--- src/hdl/osc_ctrl_map.vh ---
// register map, field layout, mode codes and counts of the clock select controller
// assumes a 32-bit apb with byte addresses and word-aligned registers
`ifndef OSC_CTRL_MAP_VH
`define OSC_CTRL_MAP_VH

`define ADDR_OSC_CONTROL 12'h000
`define ADDR_TUNE_SRC 12'h004
`define ADDR_CLK_STATUS 12'h008

`define OSC_CONTROL_RST 8'h30
`define TUNE_SRC_RST 8'h00
`define BIT_IDLE_ON_SLEEP 7
`define FLD_FREQ_HI 6
`define FLD_FREQ_LO 4
`define BIT_PRIMARY_RUNNING 3
`define BIT_HF_STABLE 2
`define FLD_SEL_HI 1
`define FLD_SEL_LO 0
`define BIT_LOW_FREQ_SRC 0
`define BIT_SEC_RUNNING 0
`define BIT_CLK_FAIL 1

`define SEL_PRIMARY 2'h0
`define SEL_SECONDARY 2'h1
`define FREQ_LOWEST 3'h0
`define FREQ_DIRECT 3'h7
`define DIV_LOG2_512 4'h9

`define MODE_LP 4'h0
`define MODE_XT 4'h1
`define MODE_HS 4'h2
`define MODE_HIGH_SPEED_MULTIPLIED_MODE 4'h3
`define MODE_RC 4'h4
`define MODE_RC_WITH_IO_MODE 4'h5
`define MODE_INTERNAL_CLKOUT_MODE 4'h6
`define MODE_INTERNAL_IO_MODE 4'h7
`define MODE_EC 4'h8
`define MODE_EXTERNAL_CLOCK_IO_MODE 4'h9

`define SRC_PRIMARY 2'h0
`define SRC_SECONDARY 2'h1
`define SRC_INTERNAL 2'h2

`define SWITCH_GAP 2'h2
`define FAIL_TICKS 4'h8

`endif

--- src/hdl/osc_ctrl.v ---
// system clock source selection, internal postscaler control and status
// assumes all inputs synchronous to pclk; oscillators themselves live outside
// Operation
// four-bit configuration field picks one of ten primary clock modes
// select field: 1x internal block, 01 secondary oscillator, 00 primary
// any reset clears the select field, choosing the primary clock
// after a select write the source changes following a short transition
// frequency field picks 16 MHz down to 31 kHz through the postscaler
// frequency writes change the internal output at once
// frequency field resets to 1 MHz
// at lowest code, source bit picks hf divided by 512 or lf oscillator
// watchdog and fail monitor always run from the lf oscillator
// primary running flag shows primary clock in use; reset depends on two-speed (here it resets to 0 either way)
// hf stable flag shows the hf oscillator is stable
// select 00 with internal primary mode sets both status flags
// select not 00: at most one of three running flags set
// sleep instruction enters idle when idle bit set, else full sleep
// secondary not enabled: keep previous source until enable is set
// software should start the secondary oscillator before selecting it
// fail monitor catches lost external clock and moves to internal
// rc, internal and ec modes drive clock/4 on pin one; io variants free it
// source switches gate the clock off before changing the mux
// writes to the two status flags are ignored
//
// The address map and register access over APB were decided locally.
`timescale 1ns/1ps
`default_nettype none
`include "osc_ctrl_map.vh"

module osc_ctrl
(
    // apb
    input wire pclk,
    input wire presetn,
    input wire psel,
    input wire penable,
    input wire pwrite,
    input wire [11:0] paddr,
    input wire [31:0] pwdata,
    output reg [31:0] prdata,
    output reg pready,
    output reg pslverr,
    // configuration and oscillator state
    input wire [3:0] primary_mode_sel,
    input wire two_speed_startup_cfg,
    input wire primary_ready,
    input wire primary_activity,
    input wire hf_stable,
    input wire lf_tick,
    input wire sec_osc_enable,
    input wire sleep_exec,
    // clock mux and postscaler control
    output reg [1:0] clk_src_sel,
    output reg clk_gate_en,
    output reg [3:0] int_div_log2,
    output reg int_use_lf,
    output reg sec_clk_running,
    output reg clk_fail,
    output reg wdt_tick,
    // power management
    output reg idle_enter,
    output reg sleep_enter,
    // first oscillator pin
    output reg osc_pin_one_out,
    output reg osc_pin_one_oe
);

    localparam ST_RUN = 2'h0;
    localparam ST_GAP = 2'h1;
    localparam ST_SWAP = 2'h2;

    reg [7:0] osc_control_r;
    reg low_freq_src_r;
    reg [1:0] state_r;
    reg [1:0] gap_cnt_r;
    reg [1:0] last_ok_src_r;
    reg act_prev_r;
    reg [3:0] fail_cnt_r;
    reg [1:0] clkout_cnt_r;
    reg [1:0] target_nxt;
    reg [3:0] div_nxt;
    reg [31:0] rdata_nxt;
    reg addr_ok_nxt;
    reg primary_run_nxt;
    reg hf_flag_nxt;

    wire [1:0] sel_w = osc_control_r[`FLD_SEL_HI:`FLD_SEL_LO];
    wire [2:0] freq_w = osc_control_r[`FLD_FREQ_HI:`FLD_FREQ_LO];
    wire wr_en = psel & penable & pready & pwrite;
    wire wr_ctl = wr_en & (paddr == `ADDR_OSC_CONTROL);
    wire wr_tune = wr_en & (paddr == `ADDR_TUNE_SRC);

    // mode classes of the primary clock
    wire mode_internal = (primary_mode_sel == `MODE_INTERNAL_CLKOUT_MODE) |
                         (primary_mode_sel == `MODE_INTERNAL_IO_MODE);
    wire mode_clkout = (primary_mode_sel == `MODE_RC) |
                       (primary_mode_sel == `MODE_INTERNAL_CLKOUT_MODE) |
                       (primary_mode_sel == `MODE_EC);
    // unlisted codes are not internal modes, drive no clock out and are never monitored
    wire mode_monitored = (primary_mode_sel <= `MODE_EXTERNAL_CLOCK_IO_MODE) & ~mode_internal;

    wire hf_in_use = (clk_src_sel == `SRC_INTERNAL) |
                     ((clk_src_sel == `SRC_PRIMARY) & mode_internal);
    wire hf_providing = hf_in_use & ~((freq_w == `FREQ_LOWEST) & ~low_freq_src_r);

    // status next values; with a non-primary select only one bit may show,
    // even while an internal primary still runs during or instead of a switch
    always @*
    begin
        primary_run_nxt = (clk_src_sel == `SRC_PRIMARY) &
            (mode_internal | primary_ready) & ~clk_fail;
        hf_flag_nxt = hf_stable & hf_providing;
        if (primary_run_nxt & (sel_w != `SEL_PRIMARY))
        begin
            hf_flag_nxt = 1'b0;
        end
    end

    // target source
    always @*
    begin
        if (sel_w[1])
        begin
            target_nxt = `SRC_INTERNAL;
        end
        else if (sel_w == `SEL_SECONDARY)
        begin
            // stay on the last source until the timer oscillator is on
            target_nxt = sec_osc_enable ? `SRC_SECONDARY : last_ok_src_r;
        end
        else if (clk_fail)
        begin
            target_nxt = `SRC_INTERNAL;
        end
        else if (two_speed_startup_cfg & ~mode_internal & ~primary_ready)
        begin
            target_nxt = `SRC_INTERNAL;
        end
        else
        begin
            target_nxt = `SRC_PRIMARY;
        end
    end

    // postscaler tap: codes 7..1 divide 16 MHz by 2^(7-code)
    always @*
    begin
        if (freq_w == `FREQ_LOWEST)
        begin
            div_nxt = low_freq_src_r ? `DIV_LOG2_512 : 4'h0;
        end
        else
        begin
            div_nxt = {1'b0, `FREQ_DIRECT - freq_w};
        end
    end

    // source switch: gate off, wait, swap, gate on
    always @(posedge pclk or negedge presetn)
    begin
        if (!presetn)
        begin
            state_r <= ST_RUN;
            gap_cnt_r <= 2'h0;
            clk_src_sel <= `SRC_PRIMARY;
            last_ok_src_r <= `SRC_PRIMARY;
            clk_gate_en <= 1'b1;
        end
        else
        begin
            case (state_r)
                ST_RUN:
                begin
                    if (target_nxt != clk_src_sel)
                    begin
                        // old clock stops first so no runt reaches the system
                        clk_gate_en <= 1'b0;
                        gap_cnt_r <= 2'h0;
                        state_r <= ST_GAP;
                    end
                end
                ST_GAP:
                begin
                    gap_cnt_r <= gap_cnt_r + 2'h1;
                    if (gap_cnt_r == `SWITCH_GAP - 2'h1)
                    begin
                        clk_src_sel <= target_nxt;
                        state_r <= ST_SWAP;
                    end
                end
                ST_SWAP:
                begin
                    clk_gate_en <= 1'b1;
                    if (clk_src_sel != `SRC_SECONDARY)
                    begin
                        last_ok_src_r <= clk_src_sel;
                    end
                    state_r <= ST_RUN;
                end
                default:
                begin
                    state_r <= ST_RUN;
                    clk_gate_en <= 1'b1;
                end
            endcase
        end
    end

    // software registers
    always @(posedge pclk or negedge presetn)
    begin
        if (!presetn)
        begin
            osc_control_r <= `OSC_CONTROL_RST;
            low_freq_src_r <= 1'b0;
        end
        else
        begin
            if (wr_ctl)
            begin
                osc_control_r[`BIT_IDLE_ON_SLEEP] <= pwdata[`BIT_IDLE_ON_SLEEP];
                osc_control_r[`FLD_FREQ_HI:`FLD_FREQ_LO] <=
                    pwdata[`FLD_FREQ_HI:`FLD_FREQ_LO];
                osc_control_r[`FLD_SEL_HI:`FLD_SEL_LO] <= pwdata[`FLD_SEL_HI:`FLD_SEL_LO];
            end
            // status bits are hardware owned
            osc_control_r[`BIT_PRIMARY_RUNNING] <= primary_run_nxt;
            osc_control_r[`BIT_HF_STABLE] <= hf_flag_nxt;
            if (wr_tune)
            begin
                low_freq_src_r <= pwdata[`BIT_LOW_FREQ_SRC];
            end
        end
    end

    // fail monitor on the lf tick, independent of the source bit
    always @(posedge pclk or negedge presetn)
    begin
        if (!presetn)
        begin
            act_prev_r <= 1'b0;
            fail_cnt_r <= 4'h0;
            clk_fail <= 1'b0;
            wdt_tick <= 1'b0;
        end
        else
        begin
            act_prev_r <= primary_activity;
            wdt_tick <= lf_tick;
            if (primary_activity != act_prev_r)
            begin
                fail_cnt_r <= 4'h0;
            end
            else if (lf_tick & (fail_cnt_r != `FAIL_TICKS))
            begin
                fail_cnt_r <= fail_cnt_r + 4'h1;
            end
            // detection wins over a select write in the same cycle
            if (mode_monitored & primary_ready & (fail_cnt_r == `FAIL_TICKS))
            begin
                clk_fail <= 1'b1;
            end
            else if (wr_ctl)
            begin
                clk_fail <= 1'b0;
            end
        end
    end

    // outputs: postscaler, status, sleep, clock out pin
    always @(posedge pclk or negedge presetn)
    begin
        if (!presetn)
        begin
            int_div_log2 <= 4'h0;
            int_use_lf <= 1'b0;
            sec_clk_running <= 1'b0;
            idle_enter <= 1'b0;
            sleep_enter <= 1'b0;
            clkout_cnt_r <= 2'h0;
            osc_pin_one_out <= 1'b0;
            osc_pin_one_oe <= 1'b0;
        end
        else
        begin
            int_div_log2 <= div_nxt;
            int_use_lf <= (freq_w == `FREQ_LOWEST) & ~low_freq_src_r;
            sec_clk_running <= (clk_src_sel == `SRC_SECONDARY) & clk_gate_en;
            idle_enter <= sleep_exec & osc_control_r[`BIT_IDLE_ON_SLEEP];
            sleep_enter <= sleep_exec & ~osc_control_r[`BIT_IDLE_ON_SLEEP];
            clkout_cnt_r <= clkout_cnt_r + 2'h1;
            // pclk stands for the system clock here, so clkout is pclk/4
            osc_pin_one_out <= mode_clkout & clkout_cnt_r[1];
            osc_pin_one_oe <= mode_clkout;
        end
    end

    // read mux and decode
    always @*
    begin
        rdata_nxt = 32'h0;
        addr_ok_nxt = 1'b1;
        case (paddr)
            `ADDR_OSC_CONTROL:
            begin
                rdata_nxt[7:0] = osc_control_r;
            end
            `ADDR_TUNE_SRC:
            begin
                rdata_nxt[`BIT_LOW_FREQ_SRC] = low_freq_src_r;
            end
            `ADDR_CLK_STATUS:
            begin
                rdata_nxt[`BIT_SEC_RUNNING] = sec_clk_running;
                rdata_nxt[`BIT_CLK_FAIL] = clk_fail;
            end
            default:
            begin
                addr_ok_nxt = 1'b0;
            end
        endcase
    end

    // no wait state: answer is registered during the setup cycle
    always @(posedge pclk or negedge presetn)
    begin
        if (!presetn)
        begin
            prdata <= 32'h0;
            pready <= 1'b0;
            pslverr <= 1'b0;
        end
        else
        begin
            pready <= psel & ~penable;
            pslverr <= psel & ~penable & ~addr_ok_nxt;
            if (psel & ~penable & ~pwrite)
            begin
                prdata <= rdata_nxt;
            end
        end
    end

endmodule

`default_nettype wire

--- config.mk ---
export PLATFORM = sky130hd
export DESIGN_NAME = osc_ctrl
export DESIGN_NICKNAME = d
export VERILOG_FILES = /design/src/hdl/osc_ctrl.v
export VERILOG_INCLUDE_DIRS = /design/src /design/src/hdl
export SDC_FILE = /design/constraint.sdc
export NUM_CORES = 1
export LEC_CHECK = 0
export BUFFER_PORTS_ARGS = -buffer_cell sky130_fd_sc_hd__buf_4
export CAP_MARGIN = 40
export CORE_MARGIN = 2
export CORE_UTILIZATION = 35
export DETAILED_ROUTE_END_ITERATION = 12
export SLEW_MARGIN = 30
export SYNTH_ARGS = -nofsm -noshare
export SYNTH_HDL_FRONTEND = slang
export SYNTH_SLANG_ARGS = --single-unit
export TNS_END_PERCENT = 50
--- constraint.sdc ---
create_clock -name pclk -period 1.77 [get_ports pclk]
set_input_delay 0.0885 -clock pclk [delete_from_list [all_inputs] [get_ports pclk]]
set_output_delay 0.0885 -clock pclk [all_outputs]
set_load 0.02 [all_outputs]
==> flow_summary.ini, run 1 <==
[detailed_routing]
wl_met3_um = 241
dr_wl_met2_mm = 2.11
ant_nets = 0
drc = 0
wire_per_inst_um = 12.2
vias = 1549
drt-pass1-iter-count = 4
via_per_inst = 4.53
dr.max_layer_used = met4
drt_iter0_markers = 58
wl_mm = 4.17
wl_met1_mm = 1.74

[power]
switching_share = 0.296
p_int_mw = 1.84
p_comb_frac = 0.199
vdd_ir_drop_max_v = 0.000494
seqPwrFrac = 0.491
clkPwrFrac = 0.310
power.density_mw_per_mm2 = 928
p_leak_nw = 1.45
p_sw_mw = 0.774

[cells_and_area]
drive_gt1_frac = 0.318
mostFrequentLayoutCells = buf_4 (62), dfrtp_1 (44), conb_1 (24)
layout_commonest_cell = buf_4
design.final.nets = 329
fill_cells = 575
area_delta_synth_final_pct = 29.6
multiInputGateArea_sq_um = 848
area.sequential_sq_mm = 0.00118
postLayoutCoreUtil = 0.472
diodes = 0
stdcell_area_sq_mm = 0.00281

[setup_path]
critical_path_class = input pin to flop
timing.rr.end = fail_cnt_r[2]
cp.required_ns = 1.97
cp-end-kind = flop
reg2reg_depth = 7
cp_max_fo = 7
reg2reg_from = fail_cnt_r[0]
rrSetupSlack_ns = 0.25
critPathArrivalTime_ns = 1.79
cp-start-kind = input pin

[worst_hold_path]
hold_start = paddr[2]
whs_path_depth = 2
hold_end = prdata[1]
hold_class = input pin to flop

[die]
die_x_um = 82.8
initial_core_util = 0.364
dieHeight_um = 82.8
die-area_sq_mm = 0.00685
io_pins = 109
rows = 28
core_area_sq_mm = 0.00596

[clock_tree]
clock_sinks = 47
clkSlewWorstSetupHoldPaths_ns = 0.09
cts-buffers-inserted = 5
post-cts-setup-buffers = 0
cts_tree = yes
cts_max_path_buffers = 2
cts-root-buf = clkbuf_8
htreeDepth = 2
clk_latency_ns = 0.30

[global_routing]
grt_pass1_wl_mm = 6.81
antenna_found_initial = 0
grt_pass1_vias = 1484
grt_max_degree = 48
grt-ovfl-total = 0
grt_usage = 0.132

[synth]
ys_seq_area_frac = 0.544
netlist_area_sq_mm = 0.00217
postSynthAreaPerCell_sq_um = 11.2
ys_warn_count = 0
ys_seq_elements = 47
synthCells = 193
synth.distinct_cells = 38

[sta]
worst_slew_pin_slew_ns = 0.586
fin_setup_tns_ns = 0
hold_viol = 0
slew_violations = 0
fmax_ghz = 0.627
min_period_ns = 1.59
rsz0062_at_grt = false
relSlewSlack = 0.609
finClkSkew_ns = 0.0127
period_share = 0.901
whs_ns = 0.0137
setup_viol = 0

[flow_run]
cap_violations = 0

[placed_design]
place_hpwl_mm = 3.09
port_buffers = 58
place_area_sq_mm = 0.00263
gp_congestion = 0.690

[status]
status = complete, no violations
==> registers in the layout (all words and copies together) (netlist names), 2 cells and up <==
register and flops:
osc_control_r 8, prdata 8, int_div_log2 4, clk_src_sel 2, fail_cnt_r 4, clkout_cnt_r 2
gap_cnt_r 2, state_r 2, last_ok_src_r 2
==> worst max-delay path by stage <==
stage | end | cells after the start | slack (ns) | startpoint
final | osc_control_r[0] | 5 | 0.18 | paddr[9]
after global routing | gap_cnt_r[1] | 3 | 0.11 | osc_control_r[0]
after CTS | osc_control_r[0] | 5 | 0.18 | paddr[9]
after detailed placement | osc_control_r[6] | 5 | -0.15 | paddr[9]
after global placement | osc_control_r[7] | 5 | -0.14 | paddr[9]
after floorplan | osc_control_r[0] | 4 | 0.02 | paddr[9]
==> synth_stat cells <==
cell       n  area, sq um
nor2_2     1         6.26
nor4b_1    2         17.5
nor2b_1    4         25.0
dfstp_2    3         78.8
nor4_1     3         18.8
o41ai_1    2         17.5
nand4_1    2         12.5
and2_1     2         12.5
nor3b_1    2         15.0
and4b_1    1         10.0
dfrtp_1   44         1100
a31oi_1    1         6.26
nand3b_1   1         7.51
or4_4      1         11.3
conb_1     1         3.75
mux2_2     2         22.5
clkbuf_1   2         7.51
nand2b_1   2         12.5
o31ai_1    1         7.51
o21a_1     2         15.0
nor2_1    21         78.8
mux2_4     6         90.1
or2_2      1         6.26
o21ai_0    9         45.0
inv_1     11         41.3
ha_1       3         37.5
and3b_1    2         17.5
nor2_8     1         20.0
xor2_1     3         26.3
or4_1      1         7.51
nand3_1    3         15.0
a21oi_1    7         35.0
buf_4     24          180
o211ai_1   1         7.51
a22o_1     6         52.6
xnor2_1    4         35.0
nand2_1    7         26.3
mux2i_1    4         40.0
==> stage by stage <==
step	setup WS [ns]	power [mW]	std cells
floorplan	0.0234	1.66	216
global placement	-0.136	1.80	327
detailed placement	-0.151	1.82	327
CTS	0.177	2.64	341
global route	0.114	2.77	342
finish	0.175	2.61	342
==> power groups by stage <==
stage | sequential (mW) | clock [mW] | combinational [mW]
after floorplan | 1.32 | 0 | 0.340
after global placement | 1.30 | 0 | 0.502
after detailed placement | 1.30 | 0 | 0.515
after CTS | 1.28 | 0.835 | 0.525
after global routing | 1.30 | 0.871 | 0.597
final | 1.28 | 0.809 | 0.520
==> routing by layer <==
| metal | GRT usage | vias up |
|---|---|---|
| met5 | 0 | - |
| met4 | 0.0541 | 0 |
| met1 | 0.157 | 737 |
| li1 | - | 751 |
| met2 | 0.232 | 54 |
| met3 | 0.0293 | 7 |
==> what timing repair did <==
action	4_1_cts	5_1_grt
hold endpoints to repair	49	1
hold buffers	6	1
resized for setup	0	0
==> final cells by class <==
cell class,instances,area share
flip-flops and latches,47,0.419
multi-input cells,132,0.301
repair buffers,69,0.190
well taps,75,0.0333
clock buffers,5,0.0245
clock inverters,3,0.0165
inverters,11,0.0147
==> worst max-delay path: stages <==
cell and delay, ns:
buf_4 0.10, or4_1 0.54, or4_4 0.54, nor2_8 0.20, mux2_4 0.31
==> kinds of logic (layout without fill, tap and decap cells) <==
group                      count (synthesis)  in the layout  share of synthesized area
and+or+nand+nor                           57             57                      0.148
DFF                                       47             47                      0.544
buffers and inverters                     37             88                      0.105
AOI/OAI and AO/OA                         29             29                     0.0859
muxes                                     12             12                     0.0703
xor gates and xnor gates                   7              7                     0.0282
adders and majority gates                  3              3                     0.0173
other                                      1             24                    0.00173
(Power assumes the default switching activity.)
==> inputs of run 2 (changes only) <==
--- a/config.mk
+++ b/config.mk
@@ -9,7 +9,7 @@
 export BUFFER_PORTS_ARGS = -buffer_cell sky130_fd_sc_hd__buf_4
 export CAP_MARGIN = 40
 export CORE_MARGIN = 2
-export CORE_UTILIZATION = 35
+export CORE_UTILIZATION = 27
 export DETAILED_ROUTE_END_ITERATION = 12
 export SLEW_MARGIN = 30
 export SYNTH_ARGS = -nofsm -noshare
==> run 2 against run 1 <==
First-iteration DRC count shrank 12%. Register-to-register slack lost 0.04 ns. Routed wire length grew 3.9%. Hold slack gained 0.0035 ns. Count of clock-buffer cells in the layout is the same. Worst setup slack lost 0.044 ns. Power grew 4.8%. Critical path depth is the same. Non-clock buffer count shrank 1. Clock skew shrank 0.0089 ns. Global-route usage shrank 3.0 points. Utilization shrank 10 points. Highest routed layer unchanged.
==> flow_summary.ini, run 2 (synthesis results as in run 1) <==
[global_routing]
grt_pass1_wl_mm = 7.06
grt_usage = 0.103
grt_max_degree = 48
grt_pass1_vias = 1527
grt-ovfl-total = 0
antenna_found_initial = 0

[placed_design]
dp.cells = 355
place_hpwl_mm = 3.26
pre_cts_slack_ns = -0.193
gp_congestion = 0.740
place_area_sq_mm = 0.00267
port_buffers = 58

[setup_path]
cp.required_ns = 1.96
cp_max_fo = 7
cp-end-kind = flop
critPathArrivalTime_ns = 1.83
cp-start-kind = input pin
reg2reg_depth = 7
rrSetupSlack_ns = 0.21
critical_path_class = input pin to flop

[cells_and_area]
diodes = 0
design.final.nets = 328
multiInputGateArea_sq_um = 848
drive_gt1_frac = 0.323
postLayoutCoreUtil = 0.368
layout_commonest_cell = buf_4
area_delta_synth_final_pct = 31.6
fin_cells = 368
fill_cells = 781
biggestRegsByFlops = osc_control_r (8), prdata (8)
stdcell_area_sq_mm = 0.00286
area.sequential_sq_mm = 0.00118
mostFrequentLayoutCells = buf_4 (63), dfrtp_1 (44), conb_1 (24)

[die]
die_x_um = 93.7
dieHeight_um = 93.7
die-area_sq_mm = 0.00877
io_pins = 109
core_area_sq_mm = 0.00777
initial_core_util = 0.279
rows = 32

[sta]
period_share = 0.926
whs_ns = 0.0172
fmax_ghz = 0.610
setup_viol = 0
finClkSkew_ns = 0.00381
rsz0062_at_grt = false
min_period_ns = 1.64
worst_slew_pin_slew_ns = 0.580
finalWorstSetupSlack_ns = 0.131
hold_viol = 0
relSlewSlack = 0.613
slew_violations = 0
fin_setup_tns_ns = 0

[clock_tree]
post-cts-setup-buffers = 0
cts-resized-gates = 0
cts-buffers-inserted = 5
clock_sinks = 47
htreeDepth = 2
clkSlewWorstSetupHoldPaths_ns = 0.09
cts_max_path_buffers = 2
cts-root-buf = clkbuf_8
cts_tree = yes
clk_latency_ns = 0.30

[detailed_routing]
drt_iter0_markers = 51
wl_mm = 4.33
drt-pass1-iter-count = 4
ant_nets = 0
drc = 0
vias = 1558
wire_per_inst_um = 11.8
via_per_inst = 4.23

[power]
power.density_mw_per_mm2 = 958
total_power_mw = 2.74
vdd_ir_drop_max_v = 0.000328
p_leak_nw = 1.45

[status]
status = complete, no violations

[flow_run]
cap_violations = 0

[worst_hold_path]
hold_class = input pin to flop
whs_path_depth = 2
run 2: cell types whose count changed in the layout (fill, tap and decap cells not counted):
cell,delta
buf_4,+1
inv_6,-1
bufinv_16,+1
dlygate4sd3_1,-2
run 2: repair_timing:
action                                  4_1_cts  5_1_grt
hold buffers                                  5        0
endpoints found under the hold margin        48        0
endpoints found under the setup margin        0        0
run 2: metal layers:
layer,GRT usage,vias up,wire (um)
met3,0.0289,7,341
li1,-,748,-
met5,0,-,0
met1,0.129,738,1910
met2,0.174,65,2030
met4,0.0290,0,53
run 2: area by class of cell:
class / count / share of cell area
well taps: 102 / 0.0447
multi-input cells: 132 / 0.297
clock buffers: 5 / 0.0241
repair buffers: 68 / 0.183
clock inverters: 3 / 0.0237
flip-flops and latches: 47 / 0.413
inverters: 11 / 0.0145
run 2: path summary, 6_finish.rpt:
kind,endpoint,start
worst min register to register,clkout_cnt_r[0],clkout_cnt_r[0]
worst min-delay path,idle_enter,sleep_exec
min in group asynchronous,prdata[2],presetn
worst max-delay path,osc_control_r[6],paddr[9]
worst max register to register,fail_cnt_r[2],fail_cnt_r[0]
max in group asynchronous,state_r[0],presetn
run 2: critical path: stages:
cell and delay (ns):
buf_4 0.10, or4_1 0.57, or4_4 0.55, nor2_8 0.20, mux2_4 0.32
run 2: power by group:
part           switching [mW]  internal [mW]  total, mW
Clock                   0.363          0.563      0.926
Sequential              0.106           1.18       1.29
Combinational           0.296          0.228      0.525
Total                   0.766           1.97       2.74
